`config.mk`:
```
export PLATFORM = sky130hd
export DESIGN_NAME = cis_core
export DESIGN_NICKNAME = d
export VERILOG_FILES = /design/src/cis_pkg.sv /design/src/cis_core.sv /design/src/cis_edge_det.sv
export SDC_FILE = /design/constraint.sdc
export NUM_CORES = 1
export LEC_CHECK = 0
export ABC_AREA = 1
export BUFFER_PORTS_ARGS = -buffer_cell sky130_fd_sc_hd__buf_2
export CAP_MARGIN = 20
export CORE_UTILIZATION = 35
export CTS_BUF_LIST = sky130_fd_sc_hd__clkbuf_16
export CTS_CLUSTER_SIZE = 12
export DETAILED_ROUTE_END_ITERATION = 7
export PLACE_DENSITY = 0.76
export SLEW_MARGIN = 15
export SYNTH_ARGS = -nofsm -noshare
export SYNTH_HDL_FRONTEND = slang
export SYNTH_SLANG_ARGS = --single-unit
```
`constraint.sdc`:
```
create_clock -name clk_i -period 2.95 [get_ports clk_i]
set_input_delay 0.1475 -clock clk_i [delete_from_list [all_inputs] [get_ports clk_i]]
set_output_delay 0.1475 -clock clk_i [all_outputs]
set_load 0.02 [all_outputs]
```
`src/cis_pkg.sv`:
```
// package of the core interrupt status and enable block
// assumes a 32-bit classic wishbone master with byte addresses
package cis_pkg;

	// wishbone request, driven by the bus master
	typedef struct packed {
		logic        cyc;
		logic        stb;
		logic        we;
		logic [3:0]  sel;
		logic [7:0]  adr;
		logic [31:0] dat;
	} cis_wb_req_t;

	// register index 07h; its byte address is four times it
	localparam logic [7:0] CIS_STATUS_ENABLE_IDX = 8'h07;
	localparam logic [7:0] CIS_STATUS_ENABLE_ADR = 8'h1c;
	localparam logic [7:0] CIS_CTRL_ADR          = 8'h00;
	localparam logic [7:0] CIS_EVT_STATUS_ADR    = 8'h04;
	localparam logic [7:0] CIS_EVT_MASK_ADR      = 8'h08;

	// status and enable register fields
	localparam int CIS_PERIPH_FLAG_BIT = 7;
	localparam int CIS_CLKPIN_FLAG_BIT = 6;
	localparam int CIS_TIMER_FLAG_BIT  = 5;
	localparam int CIS_IRQPIN_FLAG_BIT = 4;
	localparam int CIS_PERIPH_EN_BIT   = 3;
	localparam int CIS_CLKPIN_EN_BIT   = 2;
	localparam int CIS_TIMER_EN_BIT    = 1;
	localparam int CIS_IRQPIN_EN_BIT   = 0;
	localparam logic [7:0] CIS_STATUS_ENABLE_RST = 8'h00;

	// control register fields
	localparam int CIS_CTRL_GDIS_BIT   = 0;
	localparam int CIS_CTRL_CLKEDG_BIT = 1;
	localparam int CIS_CTRL_IRQEDG_BIT = 2;
	localparam logic [2:0] CIS_CTRL_RST = 3'h1;

	// source index shared by requests, event status and mask
	localparam int CIS_SRC_IRQPIN = 0;
	localparam int CIS_SRC_TIMER  = 1;
	localparam int CIS_SRC_CLKPIN = 2;
	localparam int CIS_SRC_PERIPH = 3;
	localparam int CIS_NSRC       = 4;

	// fixed vector addresses that clear the matching flag
	localparam logic [7:0] CIS_VEC_IRQPIN = 8'h08;
	localparam logic [7:0] CIS_VEC_TIMER  = 8'h10;
	localparam logic [7:0] CIS_VEC_CLKPIN = 8'h18;

	// peripheral group size
	localparam int CIS_NPERIPH = 16;

endpackage

```
`src/cis_core.sv`:
```
// core interrupt status and enable register with wishbone access
// assumes single clock, synchronous reset, vector pulses from the sequencer
//
// The Wishbone register port is this design's own decision.
`timescale 1ns/1ns
`default_nettype none
// Function
// - 8-bit register index 07h: four flags in bits 7-4, enables in 3-0
// - peripheral flag is OR of peripheral flags ANDed with enables, read-only
// - clock-pin flag sets on selected edge of timer clock pin
// - clock-pin flag clears when execution vectors to 18h
// - timer flag sets on timer overflow, clears on vector 10h
// - irq-pin flag sets on selected edge, clears on vector 08h
// - peripheral enable gates the whole peripheral group at irq_req_o; event status and irq_o ignore it
// - global disable blocks every source at irq_req_o, not at irq_o; otherwise only enabled sources
module cis_core
	import cis_pkg::*;
#(
	parameter int NPERIPH = CIS_NPERIPH
) (
	input  wire logic               clk_i,
	input  wire logic               rst_i,
	input  wire cis_wb_req_t        wb_req_i,
	output logic                    wb_ack_o,
	output logic [31:0]             wb_dat_o,
	input  wire logic               timer_clock_input_pin_i,
	input  wire logic               external_irq_pin_i,
	input  wire logic               timer_overflow_i,
	input  wire logic [NPERIPH-1:0] periph_flags_i,
	input  wire logic [NPERIPH-1:0] periph_enables_i,
	input  wire logic               vec_take_i,
	input  wire logic [7:0]         vec_addr_i,
	output logic [CIS_NSRC-1:0]     irq_req_o,
	output logic                    irq_o
);

	logic                clkpin_edge;
	logic                irqpin_edge;
	logic                peripheral_pending_flag_nxt;
	logic                peripheral_pending_flag_r;
	logic                clk_flag_r;
	logic                tmr_flag_r;
	logic                irq_flag_r;
	logic [3:0]          en_r;
	logic [2:0]          ctrl_r;
	logic [CIS_NSRC-1:0] evt_r;
	logic [CIS_NSRC-1:0] mask_r;
	logic [CIS_NSRC-1:0] evt_set;
	logic [CIS_NSRC-1:0] req_nxt;
	logic                ack_r;
	logic [31:0]         dat_r;
	logic                bus_req;
	logic                wr_en;
	logic                wr_se;
	logic                wr_ctrl;
	logic                wr_evt;
	logic                wr_mask;
	logic [7:0]          wd;
	logic [7:0]          se_rd;
	logic                gdis;

	function automatic logic vec_hit(input logic take, input logic [7:0] a,
		input logic [7:0] v);
		vec_hit = take && (a == v);
	endfunction

	function automatic logic [31:0] zext8(input logic [7:0] b);
		zext8 = {24'h000000, b};
	endfunction

	cis_edge_det u_clkpin (
		.clk_i    (clk_i),
		.rst_i    (rst_i),
		.pin_i    (timer_clock_input_pin_i),
		.rising_i (ctrl_r[CIS_CTRL_CLKEDG_BIT]),
		.edge_o   (clkpin_edge)
	);

	cis_edge_det u_irqpin (
		.clk_i    (clk_i),
		.rst_i    (rst_i),
		.pin_i    (external_irq_pin_i),
		.rising_i (ctrl_r[CIS_CTRL_IRQEDG_BIT]),
		.edge_o   (irqpin_edge)
	);

	// bus decode; a write lands on the edge where the master sees ack
	assign bus_req = wb_req_i.cyc & wb_req_i.stb;
	assign wr_en   = bus_req & wb_req_i.we & ack_r & wb_req_i.sel[0];
	assign wr_se   = wr_en & (wb_req_i.adr == CIS_STATUS_ENABLE_ADR);
	assign wr_ctrl = wr_en & (wb_req_i.adr == CIS_CTRL_ADR);
	assign wr_evt  = wr_en & (wb_req_i.adr == CIS_EVT_STATUS_ADR);
	assign wr_mask = wr_en & (wb_req_i.adr == CIS_EVT_MASK_ADR);
	assign wd      = wb_req_i.dat[7:0];
	assign gdis    = ctrl_r[CIS_CTRL_GDIS_BIT];

	assign peripheral_pending_flag_nxt = |(periph_flags_i & periph_enables_i);

	assign se_rd = {peripheral_pending_flag_r, clk_flag_r, tmr_flag_r, irq_flag_r, en_r};

	// peripheral flag follows its sources, writes do not touch it
	always_ff @(posedge clk_i) begin
		if (rst_i) begin
			peripheral_pending_flag_r <= 1'b0;
		end else begin
			peripheral_pending_flag_r <= peripheral_pending_flag_nxt;
		end
	end

	// clock-pin flag: hardware set beats vector and software clear
	always_ff @(posedge clk_i) begin
		if (rst_i) begin
			clk_flag_r <= CIS_STATUS_ENABLE_RST[CIS_CLKPIN_FLAG_BIT];
		end else if (clkpin_edge) begin
			clk_flag_r <= 1'b1;
		end else if (vec_hit(vec_take_i, vec_addr_i, CIS_VEC_CLKPIN)) begin
			clk_flag_r <= 1'b0;
		end else if (wr_se) begin
			clk_flag_r <= wd[CIS_CLKPIN_FLAG_BIT];
		end
	end

	// timer overflow flag
	always_ff @(posedge clk_i) begin
		if (rst_i) begin
			tmr_flag_r <= CIS_STATUS_ENABLE_RST[CIS_TIMER_FLAG_BIT];
		end else if (timer_overflow_i) begin
			tmr_flag_r <= 1'b1;
		end else if (vec_hit(vec_take_i, vec_addr_i, CIS_VEC_TIMER)) begin
			tmr_flag_r <= 1'b0;
		end else if (wr_se) begin
			tmr_flag_r <= wd[CIS_TIMER_FLAG_BIT];
		end
	end

	// interrupt pin flag
	always_ff @(posedge clk_i) begin
		if (rst_i) begin
			irq_flag_r <= CIS_STATUS_ENABLE_RST[CIS_IRQPIN_FLAG_BIT];
		end else if (irqpin_edge) begin
			irq_flag_r <= 1'b1;
		end else if (vec_hit(vec_take_i, vec_addr_i, CIS_VEC_IRQPIN)) begin
			irq_flag_r <= 1'b0;
		end else if (wr_se) begin
			irq_flag_r <= wd[CIS_IRQPIN_FLAG_BIT];
		end
	end

	// enable nibble
	always_ff @(posedge clk_i) begin
		if (rst_i) begin
			en_r <= CIS_STATUS_ENABLE_RST[CIS_PERIPH_EN_BIT:CIS_IRQPIN_EN_BIT];
		end else if (wr_se) begin
			en_r <= wd[CIS_PERIPH_EN_BIT:CIS_IRQPIN_EN_BIT];
		end
	end

	// control: global disable comes up set so nothing fires before setup
	always_ff @(posedge clk_i) begin
		if (rst_i) begin
			ctrl_r <= CIS_CTRL_RST;
		end else if (wr_ctrl) begin
			ctrl_r <= wd[CIS_CTRL_IRQEDG_BIT:CIS_CTRL_GDIS_BIT];
		end
	end

	// requests to the sequencer
	always_comb begin
		req_nxt = '0;
		if (!gdis) begin
			req_nxt[CIS_SRC_IRQPIN] = irq_flag_r & en_r[CIS_IRQPIN_EN_BIT];
			req_nxt[CIS_SRC_TIMER]  = tmr_flag_r & en_r[CIS_TIMER_EN_BIT];
			req_nxt[CIS_SRC_CLKPIN] = clk_flag_r & en_r[CIS_CLKPIN_EN_BIT];
			req_nxt[CIS_SRC_PERIPH] = peripheral_pending_flag_r & en_r[CIS_PERIPH_EN_BIT];
		end
	end

	always_ff @(posedge clk_i) begin
		if (rst_i) begin
			irq_req_o <= '0;
		end else begin
			irq_req_o <= req_nxt;
		end
	end

	// event status: a flag rising, set wins over write-one-to-clear
	assign evt_set[CIS_SRC_IRQPIN] = irqpin_edge;
	assign evt_set[CIS_SRC_TIMER]  = timer_overflow_i;
	assign evt_set[CIS_SRC_CLKPIN] = clkpin_edge;
	assign evt_set[CIS_SRC_PERIPH] = peripheral_pending_flag_nxt & ~peripheral_pending_flag_r;

	always_ff @(posedge clk_i) begin
		if (rst_i) begin
			evt_r <= '0;
		end else begin
			evt_r <= (evt_r & ~(wr_evt ? wd[CIS_NSRC-1:0] : '0)) | evt_set;
		end
	end

	always_ff @(posedge clk_i) begin
		if (rst_i) begin
			mask_r <= '0;
		end else if (wr_mask) begin
			mask_r <= wd[CIS_NSRC-1:0];
		end
	end

	always_ff @(posedge clk_i) begin
		if (rst_i) begin
			irq_o <= 1'b0;
		end else begin
			irq_o <= |(evt_r & mask_r);
		end
	end

	// single wait state answer; unmapped reads return zero with ack
	always_ff @(posedge clk_i) begin
		if (rst_i) begin
			ack_r <= 1'b0;
		end else begin
			ack_r <= bus_req & ~ack_r;
		end
	end

	always_ff @(posedge clk_i) begin
		if (rst_i) begin
			dat_r <= '0;
		end else if (bus_req && !ack_r) begin
			if (wb_req_i.adr == CIS_STATUS_ENABLE_ADR) begin
				dat_r <= zext8(se_rd);
			end else if (wb_req_i.adr == CIS_CTRL_ADR) begin
				dat_r <= zext8({5'h00, ctrl_r});
			end else if (wb_req_i.adr == CIS_EVT_STATUS_ADR) begin
				dat_r <= zext8({4'h0, evt_r});
			end else if (wb_req_i.adr == CIS_EVT_MASK_ADR) begin
				dat_r <= zext8({4'h0, mask_r});
			end else begin
				dat_r <= '0;
			end
		end
	end

	assign wb_ack_o = ack_r;
	assign wb_dat_o = dat_r;
endmodule // cis_core
`default_nettype wire

```
`src/cis_edge_det.sv`:
```
// synchronised edge detector for an asynchronous pin
// assumes the pin is outside the clk_i domain
`timescale 1ns/1ns
`default_nettype none
module cis_edge_det (
	input  wire logic clk_i,
	input  wire logic rst_i,
	input  wire logic pin_i,
	input  wire logic rising_i,
	output logic      edge_o
);
	logic meta_r;
	logic sync_r;
	logic prev_r;

	// meta_r is read by sync_r only
	always_ff @(posedge clk_i) begin
		if (rst_i) begin
			meta_r <= 1'b0;
			sync_r <= 1'b0;
			prev_r <= 1'b0;
		end else begin
			meta_r <= pin_i;
			sync_r <= meta_r;
			prev_r <= sync_r;
		end
	end

	// one-cycle pulse on the selected edge
	assign edge_o = rising_i ? (sync_r & ~prev_r) : (~sync_r & prev_r);

endmodule // cis_edge_det
`default_nettype wire

```
==> impl_summary.txt <==
----------------------------------------------------
[Floorplan]
  Overall die height ... 77.8 µm
  Die area ... 6050 µm²
  Core Rows ... 27
  Die X ... 77.8 µm
  Starting utilization of the core area ... 36.5%
  Number of top-level pins ... 131
  Core footprint ... 5510 µm²

[Worst setup path]
  Highest net fanout along the worst path ... 14
  Worst setup SP type ... register
  Arrival time worst endpoint ... 1.74 ns
  Critical path type ... register to register
  CP endpoint kind ... register
  Required time worst endpoint ... 3.16 ns

[Clock tree]
  # Post-CTS Setup Buffers ... 0
  Root buffer cell ... sky130_fd_sc_hd__clkbuf_16
  CTS buffer count ... 5
  Worst-Skew Late Latency ... 0.28 ns
  H-Tree Depth ... 2
  CTS Hold Bufs ... 0
  Worst-path clk slew ... 0.06 ns
  Worst-case clock buffer depth ... 2
  Clock tree from TritonCTS ... yes
  Number of sinks on the clock net ... 39
  Post-cts repair resize count ... 0

[Timing]
  Fmax ... 655 MHz
  Tcrit/Tclk final ... 51.7%
  Slew headroom ... 43.1%
  Final TNS setup ... 0 ns
  Final-report max-slew violation count ... 0
  Final Hold Violating Endpoints ... 0
  Worst Max-Slew Pin Slew ... 0.850 ns
  # setup viols final ... 0
  Shortest clock period the worst path allows after layout ... 1.53 ns
  Final worst-path setup slack ... 1.42 ns
  RSZ-0062 raised after global routing ... no
  Final Skew ... 0.00297 ns

[Synth]
  Total of flip-flops plus latches after synthesis ... 39
  Share of the yosys chip area belonging to registers ... 38.8%
  Fraction of registers with async set or reset after synthesis ... 0%
  Cell variety after synth ... 29
  Average footprint of a synthesized cell ... 6.89 µm²
  Main synth FF type ... sky130_fd_sc_hd__dfxtp_1
  EDFF count, synth ... 0
  Yosys warns ... 0
  Most frequent cell after synthesis ... sky130_fd_sc_hd__nand2_1
  Top cells by instance count after synthesis ... sky130_fd_sc_hd__nand2_1, sky130_fd_sc_hd__inv_1, sky130_fd_sc_hd__dfxtp_1
  Area share of the leading cell type in the synthesized netlist ... 38.8%
  Post-synthesis instance area ... 2010 µm²
  Cell count after synthesis ... 292
  Dominant cell type by area after synthesis ... sky130_fd_sc_hd__dfxtp_1
  Top post-synthesis cells by area ... sky130_fd_sc_hd__dfxtp_1, sky130_fd_sc_hd__nand2_1, sky130_fd_sc_hd__buf_4

[Finish]
  Register Area ... 781 µm²
  Filler cell count ... 576
  Area growth, synth to finish ... 25.5%
  Total Nets Final ... 464
  Footprint of the multi-input gates ... 940 µm²
  Design Area, Final ... 2520 µm²
  Count of inserted antenna diode cells ... 0
  Share of cells above drive strength 1 ... 27.4%

[GRT]
  Pin count of the biggest net entering global routing ... 22
  Number of global-route vias before repair ... 1806
  Met1 Usage GRT ... 16.2%
  Global routing met3 resource utilization ... 4.35%
  Antenna violations before repair ... 0
  Wire length of the first global-routing pass ... 7280 µm
  Layer with the highest usage after global routing ... met2
  GR Layer Usage met2 ... 26.6%
  All-Layer GR Usage ... 15.3%
  Total global routing overflow ... 0

[Route]
  Average via count per standard cell ... 4.58
  Total detailed-routing wirelength ... 4600 µm
  Drc violations ... 0
  Antenna violation net count after detailed routing ... 0
  DRT Pass-1 Iters ... 4
  Via count ... 2034
  Post-DR wirelength/cell ... 10.4 µm
  Starting DRC count in detailed routing ... 84

[Run]
  Max-Cap Viols ... 0

[Place]
  Post-detail-place hpwl ... 3600 µm
  Gp weighted congestion ... 0.854
  # port buffers ... 78
  Setup slack at placement ... 1.47 ns
  Cell area reported after detailed placement ... 2360 µm²

[Status]
  Result of the run ... finished, final reports clean

[Power]
  Worst IR Drop VDD ... 325 µV
  Power density relative to cell area ... 511 nW/µm²
  Overall power after layout ... 1.29 mW
  Leakage power figure ... 1.28 nW

[Hold path]
  Path class of the lowest-slack min-delay path ... input pin to register

----------------------------------------------------
## cells by family (layout without fill, tap and decap cells)
logic type             Yosys count  after routing  share of synthesized area, %
DFF                             39             39                          38.8
AOI/OAI and AO/OA               52             52                          14.3
and+or+nand+nor                129            129                          28.0
other                            1             24                         0.187
buffers and inverters           71            128                          18.7
## cell usage in the layout (no fill, tap or decap)
cell type                   instances
sky130_fd_sc_hd__inv_2              1
sky130_fd_sc_hd__clkbuf_16          5
sky130_fd_sc_hd__nor2_2             4
sky130_fd_sc_hd__bufinv_16          1
sky130_fd_sc_hd__or2_2              1
sky130_fd_sc_hd__nor2_1            27
sky130_fd_sc_hd__o21ai_0           15
sky130_fd_sc_hd__clkinv_1           1
sky130_fd_sc_hd__nand2_4            1
sky130_fd_sc_hd__a31oi_1            1
sky130_fd_sc_hd__o21ai_2            1
sky130_fd_sc_hd__nand3_1           12
sky130_fd_sc_hd__o211ai_1           1
sky130_fd_sc_hd__conb_1            24
sky130_fd_sc_hd__inv_1             40
sky130_fd_sc_hd__nand4_2            1
sky130_fd_sc_hd__a21oi_2            4
sky130_fd_sc_hd__o21ai_1            7
sky130_fd_sc_hd__a21oi_1           22
sky130_fd_sc_hd__buf_2             78
sky130_fd_sc_hd__nor2_4             1
sky130_fd_sc_hd__nand2_1           68
sky130_fd_sc_hd__nand4_1            5
sky130_fd_sc_hd__dfxtp_1           39
sky130_fd_sc_hd__nand2_2            2
sky130_fd_sc_hd__nor3_1             6
sky130_fd_sc_hd__nor4_1             1
sky130_fd_sc_hd__clkinv_2           2
sky130_fd_sc_hd__a41oi_1            1
## area by class of cell
class	instances	share of cell area, %
clock buffers	5	4.96
flip-flops and latches	39	30.9
repair buffers	78	15.5
clock inverters	3	1.54
inverters	42	6.30
multi-input cells	205	37.2
well taps	72	3.57
## sequential cells by signal, indices dropped and copies added, names as in the netlist
signal / cells
evt_r: 4
irq_flag_r: 1
en_r: 4
u_irqpin.meta_r: 1
wb_ack_o: 1
u_irqpin.sync_r: 1
irq_o: 1
clk_flag_r: 1
wb_dat_o: 8
tmr_flag_r: 1
u_clkpin.prev_r: 1
u_clkpin.meta_r: 1
irq_req_o: 4
u_clkpin.sync_r: 1
peripheral_pending_flag_r: 1
ctrl_r: 3
u_irqpin.prev_r: 1
mask_r: 4
## worst max-delay path, cell delays in order (launching register included)
cell,delay (ns)
sky130_fd_sc_hd__dfxtp_1,0.32
sky130_fd_sc_hd__nor2_1,0.66
sky130_fd_sc_hd__o21ai_0,0.19
sky130_fd_sc_hd__inv_1,0.12
sky130_fd_sc_hd__nand2_1,0.06
sky130_fd_sc_hd__a21oi_1,0.11
## worst paths after layout
kind / end / slack, ns / cells after the start / start
setup / recovery: wb_dat_o[1] / 1.42 / 5 / wb_ack_o
hold / removal: u_clkpin.meta_r / 0.06 / 3 / timer_clock_input_pin_i
setup reg to reg: wb_dat_o[1] / 1.42 / 5 / wb_ack_o
hold reg to reg: u_clkpin.sync_r / 0.40 / 2 / u_clkpin.meta_r
## power breakdown
part / total, mW / internal (mW) / leakage (nW) / switching (mW)
registers: 0.549 / 0.541 / 0.318 / 0.00781
clock network: 0.597 / 0.394 / 0.0812 / 0.203
logic: 0.144 / 0.0526 / 0.878 / 0.0913
## per-stage QoR
stage          cells  hold slack (ns)  util (%)
2_1_floorplan    315            0.254         -
3_3_place_gp     436            0.346      42.9
3_5_place_dp     436            0.357      42.9
4_1_cts          444           0.0679      45.8
5_1_grt          444           0.0735      45.8
6_report         444           0.0641      45.8
## metal layers
metal / routed length (µm) / up-vias
li1: - / 1033
met1: 1840 / 876
met2: 2190 / 104
met3: 370 / 21
met4: 201 / 0
met5: 0 / -
No activity file was read; power rests on OpenSTA's default activity.
